## src/protection_pkg.sv

```systemverilog
package protection_pkg;
   localparam logic [11:0] sec_reg_off = 12'h010;
   localparam logic [11:0] ctl_reg_off = 12'h020;
   localparam logic [31:0] unlock_key = 32'ha74a9d23;
   localparam int unlock_window_clks = 16;
   localparam int block_count = 6;
   localparam int blk_lsb = 16;
   localparam int ready_pos = 0;
   localparam int sec_pos = 0;
   localparam logic sec_reset_val = 1'b1;
   localparam logic ready_reset_val = 1'b1;
   localparam logic [5:0] blk_reset_val = 6'h00;
endpackage : protection_pkg
```

## src/prot_bits_if.sv

```systemverilog
`timescale 1ns/100ps
interface prot_bits_if;
   logic prog_en;
   logic [2:0] prog_blk;
   logic erase_all;
   logic [5:0] bits;
   modport store (input prog_en, input prog_blk, input erase_all, output bits);
   modport ctrl (output prog_en, output prog_blk, output erase_all, input bits);
endinterface : prot_bits_if

```

## src/flash_rom_protection_regs.sv

```systemverilog
`timescale 1ns/100ps
// Functional notes
// Security register at 0x10, control status at 0x20, others reserved.
// Software never touches reserved offsets.
// Six read-only block protection bits at 21-16; protected blocks refuse writes.
// Bit 0 ready flag: 0 busy, 1 done; resets to 1.
// Failed operation holds ready at 0 until hardware reset.
// Host issues commands only when ready.
// Lockout recovery needs reset of 0.5 ms; reads after 2 ms.
// Security register set only by cold reset; bit 0 read/write, rest zero.
// Security enable is 1 after power-on reset.
// Software writes key first to change security bit.
// Data write accepted only within 16 clocks after key.
// Key and data must both be 32-bit transfers.
// Protection bits programmed one block at a time.
// Erase with security 1 and all bits set clears all bits; code erases on prot_erase_in with mode_ok_in alone.
// Protection write and erase allowed in chip, boot, writer modes.
// Protection bits change by command sequence only; rst_b_in reset also clears them.
// Security active only with enable 1 and all blocks protected.
// Active security blocks debug, trace and flash command writes.
// Programming bit to 1 protects block; 0 cancels. Code programming only sets a bit; only erase or rst_b_in clears bits.
// Reserved bits read zero and ignore writes.
// Late data or wrong key abandons unlock, bit unchanged.
module flash_rom_protection_regs
   import protection_pkg::*;
(
   input wire logic mclk_in,
   input wire logic rst_b_in,
   input wire logic cold_rst_b_in,
   input wire logic [11:0] addr_in,
   input wire logic [31:0] wdata_in,
   input wire logic wr_in,
   input wire logic rd_in,
   input wire logic word_access_in,
   output logic [31:0] rdata_out,
   input wire logic op_start_in,
   input wire logic op_done_in,
   input wire logic op_fail_in,
   input wire logic prot_prog_in,
   input wire logic [2:0] prot_blk_in,
   input wire logic prot_erase_in,
   input wire logic mode_ok_in,
   input wire logic [5:0] write_blk_sel_in,
   output logic write_refuse_out,
   output logic security_active_out,
   output logic debug_block_out,
   output logic cmd_block_out
);
   // ********************************
   // Unlock sequencer
   // ********************************
   typedef enum logic [0:0] {idle_st = 1'b0, armed_st = 1'b1} unlock_type;
   unlock_type unlock_ff;
   logic [4:0] win_ff;
   logic sec_ff;
   logic ready_ff;
   logic failed_ff;
   logic sec_wr;
   prot_bits_if pb ();

   // Matches a bus address against one register offset.
   function automatic logic reg_hit(input logic [11:0] a, input logic [11:0] off);
      reg_hit = a == off;
   endfunction : reg_hit

   // Register decode.
   assign sec_wr = wr_in && reg_hit(addr_in, sec_reg_off);

   always_ff @(posedge mclk_in)
   begin
      if (!rst_b_in)
      begin
         unlock_ff <= idle_st;
         win_ff <= 5'h00;
      end
      else
      begin
         unique case (unlock_ff)
            idle_st:
            begin
               // Word key only.
               if (sec_wr && word_access_in && wdata_in == unlock_key)
               begin
                  unlock_ff <= armed_st;
                  win_ff <= 5'h00;
               end
            end
            armed_st:
            begin
               win_ff <= win_ff + 5'h01;
               // Window expiry abandons.
               if (sec_wr || win_ff >= 5'(unlock_window_clks - 1))
               begin
                  unlock_ff <= idle_st;
               end
            end
         endcase
      end
   end

   // ********************************
   // Security bit
   // ********************************
   always_ff @(posedge mclk_in)
   begin
      // Cold reset enables.
      if (!cold_rst_b_in)
      begin
         sec_ff <= sec_reset_val;
      end
      // Window data write.
      else if (unlock_ff == armed_st && sec_wr && word_access_in)
      begin
         // Bit zero only.
         sec_ff <= wdata_in[sec_pos];
      end
   end

   // ********************************
   // Ready flag
   // ********************************
   always_ff @(posedge mclk_in)
   begin
      if (!rst_b_in)
      begin
         // Ready after reset.
         ready_ff <= ready_reset_val;
         failed_ff <= 1'b0;
      end
      else if (op_fail_in || failed_ff)
      begin
         // Failure holds busy.
         failed_ff <= 1'b1;
         ready_ff <= 1'b0;
      end
      else if (op_start_in)
      begin
         ready_ff <= 1'b0;
      end
      else if (op_done_in)
      begin
         ready_ff <= 1'b1;
      end
   end

   // ********************************
   // Protection bits
   // ********************************
   // Mode gated programming.
   assign pb.prog_en = prot_prog_in && mode_ok_in && !cmd_block_out;
   assign pb.prog_blk = prot_blk_in;
   // Erase clears all.
   assign pb.erase_all = prot_erase_in && mode_ok_in;

   prot_bit_store u_store (
      .mclk_in(mclk_in),
      .rst_b_in(rst_b_in),
      .pb(pb)
   );

   // Security activation.
   assign security_active_out = sec_ff && (&pb.bits);
   // Debug and command block.
   assign debug_block_out = security_active_out;
   assign cmd_block_out = security_active_out;
   // Protected block refusal.
   assign write_refuse_out = |(write_blk_sel_in & pb.bits);

   // ********************************
   // Read port
   // ********************************
   always_ff @(posedge mclk_in)
   begin
      if (!rst_b_in)
      begin
         rdata_out <= 32'h00000000;
      end
      else
      begin
         rdata_out <= 32'h00000000;
         if (rd_in)
         begin
            // Reserved read zero.
            if (reg_hit(addr_in, sec_reg_off))
            begin
               rdata_out[sec_pos] <= sec_ff;
            end
            else if (reg_hit(addr_in, ctl_reg_off))
            begin
               // Read-only status.
               rdata_out[blk_lsb +: block_count] <= pb.bits;
               rdata_out[ready_pos] <= ready_ff;
            end
         end
      end
   end
endmodule : flash_rom_protection_regs

```

## src/prot_bit_store.sv

```systemverilog
`timescale 1ns/100ps
module prot_bit_store
   import protection_pkg::*;
(
   input wire logic mclk_in,
   input wire logic rst_b_in,
   prot_bits_if.store pb
);
   logic [5:0] bits_ff;
   always_ff @(posedge mclk_in)
   begin
      if (!rst_b_in)
      begin
         bits_ff <= blk_reset_val;
      end
      else if (pb.erase_all)
      begin
         bits_ff <= 6'h00;
      end
      // One block only.
      else if (pb.prog_en && pb.prog_blk < 3'h6)
      begin
         // Set protects block.
         bits_ff[pb.prog_blk] <= 1'b1;
      end
   end
   assign pb.bits = bits_ff;
endmodule : prot_bit_store

```

## config.mk

```make
export PLATFORM = sky130hd
export DESIGN_NAME = flash_rom_protection_regs
export DESIGN_NICKNAME = d
export VERILOG_FILES = /design/src/protection_pkg.sv /design/src/prot_bits_if.sv /design/src/flash_rom_protection_regs.sv /design/src/prot_bit_store.sv
export SDC_FILE = /design/constraint.sdc
export NUM_CORES = 1
export LEC_CHECK = 0
export ABC_AREA = 1
export BUFFER_PORTS_ARGS = -buffer_cell sky130_fd_sc_hd__buf_2
export CORE_MARGIN = 4
export CORE_UTILIZATION = 31
export DETAILED_ROUTE_END_ITERATION = 8
export GPL_ROUTABILITY_DRIVEN = 0
export PLACE_DENSITY = 0.65
export SLEW_MARGIN = 20
export SYNTH_ARGS = -nofsm -noshare
export SYNTH_HDL_FRONTEND = slang
export SYNTH_SLANG_ARGS = --single-unit
export TNS_END_PERCENT = 30
```

## constraint.sdc

```tcl
create_clock -name mclk_in -period 3.89 [get_ports mclk_in]
set_input_delay 0.389 -clock mclk_in [delete_from_list [all_inputs] [get_ports mclk_in]]
set_output_delay 0.389 -clock mclk_in [all_outputs]
set_load 0.1 [all_outputs]
```

==> flow_metrics.tcl, run 1 <==
set metrics [dict create \
    drv_slew 0 \
    diodes 0 \
    worstHoldPathCells 2 \
    drcViolationCount 0 \
    clock_path_buffers 2 \
    htree_levels 1 \
    rows 23 \
    root_buffer "clkbuf_8" \
    cts_tree "done" \
    nFillCells 423 \
    fin_nets 347 \
    ant_nets 0 \
    cts_hold_buf 0 \
    crit_fanout 7 \
    holdWs_ns 0.296 \
    antenna_found_initial 0 \
    startpoint_type "register" \
    cts_made_buffers 3 \
    powerDensity_mw_per_mm2 348 \
    wl_met1_um 1340 \
    hold_viol_final 0 \
    final_common_cell "buf_2" \
    met2_length_um 1440 \
    rsz0062_at_grt "false" \
    die_y_um 74.1 \
    area_delta_synth_final_pct 29.0 \
    synth_mux_area_frac 0 \
    num_io_pins 101 \
    syn_inst 204 \
    tns_ns 0 \
    overflow 0 \
    hold_path_class "input pin to register" \
    dpl_worst_slack_ns 2.17 \
    fp.coreArea_mm2 0.00412 \
    setup_violations 0 \
    synth_top_family_by_area "simple AND/OR/NAND/NOR gates" \
    synth_compound_area_frac 0.0897 \
    path_class "register to output port" \
    grt_max_degree 14 \
    post-route-period-util 0.518 \
    vias 1388 \
    grt_pass1_wl_um 4910 \
    post_cts_buffers 0 \
    synth_warnings 0 \
    layout-drive-gt1-share 0.312 \
    clock_sinks 22 \
    cp.required_ns 3.50 \
    clk_pin_slew_ns 0.08 \
    die_x_um 74.1 \
    seq_area_frac_synth 0.326 \
    end_kind "output port" \
    die_area_mm2 0.00548 \
    mostFrequentLayoutCells "buf_2, nor2_1, nand2_1, inv_1, conb_1" \
    grt_usage 0.112 \
    wl_um 3200 \
    postSynthAreaPerCell_um2 6.63 \
    place_hpwl_um 2780 \
    r2r_cells 6 \
    syn_area_mm2 0.00135 \
    netlist-cell-type-count 24 \
    fmax_mhz 496 \
    start_util 0.329 \
    cts_resized 0 \
    port_buffers 75 \
    wire_per_inst_um 9.71 \
    ir_drop_mv 0.162 \
    drv_cap 0 \
    synth-simple-area-share 0.327 \
    leakagePower_nw 0.936 \
    maxUsedRoutingLayer "met4" \
    arrival_ns 1.63 \
    setup_ws_ns 1.87 \
    insertion_delay_ns 0.27 \
    dr.pass1.iters 4 \
    drtIter0Drc 50 \
    ys_ff_latch 22 \
    synth_xor_area_frac 0 \
    finClkSkew_ns 0.00120 \
    wl_met3_um 364 \
    outcome "finished, final reports clean" \
    synth-adder-area-share 0.0185 \
    grt_pass1_vias 1215 \
    viasPerCell 4.22 \
    fin_crit_ns 2.02 \
]
critical path, cell delays in order (launching register included):
cell and delay, ns:
dfxtp_1 0.36, nand4_1 0.11, inv_1 0.07, nand4_1 0.22, inv_1 0.15, buf_2 0.44
flip-flops by register name, summed over array words and instances, names as in the netlist:
name	count
rdata_out	7
sec_ff	1
u_store.pb.bits	6
failed_ff	1
win_ff	5
ready_ff	1
unlock_ff	1
where the power goes:
part	internal [W]	switching, W	total, W	leakage [nW]
logic	0.0000308	0.000133	0.000164	0.722
registers	0.000227	0.00000163	0.000229	0.178
clock network	0.000138	0.0000769	0.000214	0.0357
total	0.000396	0.000211	0.000607	0.936
metrics by stage:
stage | power (W) | utilization | instances | area [µm²]
after floorplan | 0.000381 | - | 228 | 1440
after global placement | 0.000396 | 0.407 | 325 | 1670
after detailed placement | 0.000398 | 0.407 | 325 | 1670
after CTS | 0.000611 | 0.424 | 329 | 1740
after global routing | 0.000627 | 0.424 | 329 | 1740
final | 0.000607 | 0.424 | 329 | 1740
cell families (layout without fill, tap and decap cells):
| family | count (synthesis) | in the layout |
|---|---|---|
| adders and majority gates | 2 | 2 |
| AOI/OAI and AO/OA | 22 | 22 |
| and+or+nand+nor | 99 | 99 |
| DFF | 22 | 22 |
| other | 1 | 25 |
| buffers and inverters | 58 | 109 |
Yosys cell counts:
cell type / number / area [µm²]
inv_1: 30 / 113
conb_1: 1 / 3.75
nand4_1: 2 / 12.5
ha_1: 2 / 25.0
nand2_2: 1 / 6.26
a21oi_1: 14 / 70.1
nor2_2: 2 / 12.5
nor2_1: 39 / 146
nand3_1: 16 / 80.1
nor2_4: 1 / 11.3
or2_1: 1 / 6.26
buf_4: 27 / 203
nand2_1: 31 / 116
or2_2: 1 / 6.26
o41ai_1: 1 / 8.76
a221oi_1: 1 / 8.76
nand3_2: 1 / 10.0
a22o_1: 1 / 8.76
clkbuf_2: 1 / 5.00
o21ai_0: 5 / 25.0
nor3_1: 1 / 5.00
dfxtp_1: 22 / 440
nor4_1: 1 / 6.26
nand2_4: 2 / 22.5
path summary, 6_finish.rpt:
kind | from | to | slack [ns]
worst max-delay path | u_store.pb.bits[5] | security_active_out | 1.87
worst min-delay path | op_start_in | ready_ff | 0.30
worst max register to register | win_ff[0] | win_ff[4] | 2.46
worst min register to register | failed_ff | ready_ff | 0.46
layout make-up:
cell class / instances / area, µm² / area share
clock buffer: 3 / 41.3 / 0.0237
inverter: 30 / 113 / 0.0646
timing repair buffer: 75 / 375 / 0.215
sequential: 22 / 440 / 0.253
clock inverter: 1 / 30.0 / 0.0172
multi-input combinational: 148 / 682 / 0.391
tap: 50 / 62.6 / 0.0359
metal layers:
| metal | GRT usage | vias to the layer above |
|---|---|---|
| li1 | - | 732 |
| met1 | 0.141 | 586 |
| met2 | 0.193 | 65 |
| met3 | 0.0149 | 5 |
| met4 | 0.0423 | 0 |
| met5 | 0 | - |
No activity file was read; power rests on OpenSTA's default activity.
==> run 2: changes to the inputs <==
Settings changed: ABC_AREA 1 to 0, PLACE_DENSITY 0.65 to 0.69.
Clock period 3.89 ns to 1.79 ns, I/O delays scaled along.
==> run 2 against run 1 <==
- register-to-register slack got worse by 2.2 ns
- clock power increased by 64%
- final area decreased by 3.6%
- core utilization decreased by 0.34 points
- via count decreased by 13%
- synthesized cell count decreased by 30%
- flip-flop and latch count unchanged
- final cell count decreased by 18%
- critical path depth decreased by 2
==> flow_metrics.tcl, run 2 <==
set metrics [dict create \
    outcome "finished, final reports clean" \
    area_delta_synth_final_pct 30.9 \
    cts_tree "done" \
    hold_start "cold_rst_b_in" \
    powerDensity_mw_per_mm2 711 \
    worstHoldPathCells 2 \
    arrival_ns 1.44 \
    grt_pass1_vias 1142 \
    post-route-period-util 0.906 \
    wl_um 3030 \
    hold-path-endpoint "sec_ff" \
    finClkSkew_ns 0.00322 \
    root_buffer "clkbuf_8" \
    drv_slew 0 \
    p_sw_frac 0.366 \
    cp_cell_sequence "and4_1, and2_2, buf_2" \
    diodes 0 \
    fp.coreArea_mm2 0.00400 \
    post_cts_buffers 0 \
    cts_made_buffers 3 \
    synth_warnings 0 \
    wire_per_inst_um 11.3 \
    fin_crit_ns 1.62 \
    layout-drive-gt1-share 0.416 \
    drv_cap 0 \
    cts_hold_buf 0 \
    dr.pass1.iters 4 \
    async_flop_share 0 \
    final_util 0.420 \
    hold_viol_final 0 \
    combPwrFrac 0.291 \
    clk_pin_slew_ns 0.08 \
    synth.most_common_cell "buf_4" \
    postSynthAreaPerCell_um2 9.05 \
    htree_levels 1 \
    startpoint_type "register" \
    rsz0062_at_grt "false" \
    regArea_um2 440 \
    r2r-end "u_store.pb.bits[1]" \
    final_common_cell "buf_2" \
    vias 1211 \
    viasPerCell 4.50 \
    drtIter0Drc 28 \
    setup_ws_ns 0.168 \
    grt_max_degree 13 \
    seq_area_frac_synth 0.343 \
    ir_drop_mv 0.306 \
    syn_area_mm2 0.00128 \
    leakagePower_nw 0.808 \
    multi_input_area_um2 718 \
    syn_inst 142 \
    clock_path_buffers 2 \
    ys.flop_type "dfxtp_1" \
    synth_common_cells "buf_4, dfxtp_1, nand2_1, and2_1" \
    crit_fanout 4 \
    overflow 0 \
    num_io_pins 101 \
    switchingPower_w 0.000437 \
    top_register "rdata_out" \
    grt_pass1_wl_um 4850 \
    finalPower_w 0.00120 \
    largest_reg_flops 7 \
    tns_ns 0 \
    seqPwrFrac 0.416 \
    fin_nets 287 \
    antenna_found_initial 0 \
    place_hpwl_um 2640 \
    power_frac_clock 0.293 \
    crit_slowest_cell "buf_2" \
    hold_path_class "input pin to register" \
    fmax_mhz 616 \
    synth_top_area_share 0.343 \
    ant_nets 0 \
    crit_family "buffers and inverters" \
    crit_start "u_store.pb.bits[0]" \
    r2r_cells 4 \
    insertion_delay_ns 0.26 \
    nFillCells 403 \
    die_area_mm2 0.00524 \
    dpl_worst_slack_ns 0.0184 \
    mostFrequentLayoutCells "buf_2, conb_1, dfxtp_1, nand2_1, and2_1" \
    crit_buf_inv 1 \
    cts_resized 0 \
    critPathMaxStageDelay_ns 0.43 \
    synth_top_area_cell "dfxtp_1" \
    holdWs_ns 0.0948 \
    end_kind "output port" \
    die_x_um 72.4 \
    drcViolationCount 0 \
    reg2reg_from "sec_ff" \
    ys_top_cells_by_area "dfxtp_1, buf_4, and2_1" \
    cp.required_ns 1.61 \
    path_class "register to output port" \
    port_buffers 75 \
    netlist-cell-type-count 42 \
    grt_usage 0.114 \
    synth_edf_count 0 \
    rrSetupSlack_ns 0.24 \
    ys_ff_latch 22 \
    p_int_w 0.000758 \
    start_util 0.321 \
    clock_sinks 22 \
    setup_violations 0 \
    die_y_um 72.4 \
    rows 23 \
]
## run 2: cell types whose count changed in the layout (fill, tap and decap cells not counted), sizes merged, moves of 4 or more
| cell | before | now |
|---|---|---|
| and2 | 0 | 9 |
| nand4b | 0 | 5 |
| or4b | 0 | 4 |
| nor2 | 42 | 5 |
| inv | 30 | 2 |
| nand2 | 34 | 12 |
| a21oi | 14 | 4 |
| nand3 | 17 | 4 |
## run 2: through the flow
step	cells	area, µm²
detailed placement	265	1630
global placement	265	1630
global route	269	1680
floorplan	166	1380
finish	269	1680
CTS	269	1680
## run 2: area by class of cell
| cell class | instances | share of cell area |
|---|---|---|
| tap | 50 | 0.0372 |
| inverter | 2 | 0.00446 |
| sequential | 22 | 0.262 |
| multi-input combinational | 113 | 0.427 |
| timing repair buffer | 78 | 0.237 |
| clock buffer | 4 | 0.0327 |
## run 2: worst max path at each step
stage | end | slack [ns] | cells past startpoint
3_3_place_gp | win_ff[1] | 0.05 | 5
2_1_floorplan | u_store.pb.bits[1] | 0.10 | 4
5_1_grt | debug_block_out | 0.07 | 3
4_1_cts | security_active_out | 0.17 | 3
6_report | security_active_out | 0.17 | 3
3_5_place_dp | win_ff[1] | 0.02 | 5
## run 2: cell families after synthesis
group | share of synthesized area
compound gates | 0.123
simple gates | 0.329
xor+xnor | 0.0136
other cells | 0.00292
flops | 0.343
buf+inv | 0.169
fa+ha+maj | 0.0195
## run 2: routing by layer
metal	track usage	vias up	wire length, µm
li1	-	621	-
met5	0	-	0
met3	0.0139	4	331
met4	0.0369	0	40
met1	0.147	521	1260
met2	0.198	65	1400
## run 2: power by group through the flow
stage	Combinational, W	Clock [W]	Sequential [W]
after detailed placement	0.000347	0	0.000508
after global placement	0.000345	0	0.000508
after global routing	0.000366	0.000382	0.000498
final	0.000348	0.000351	0.000497
after CTS	0.000348	0.000356	0.000497
after floorplan	0.000313	0	0.000508
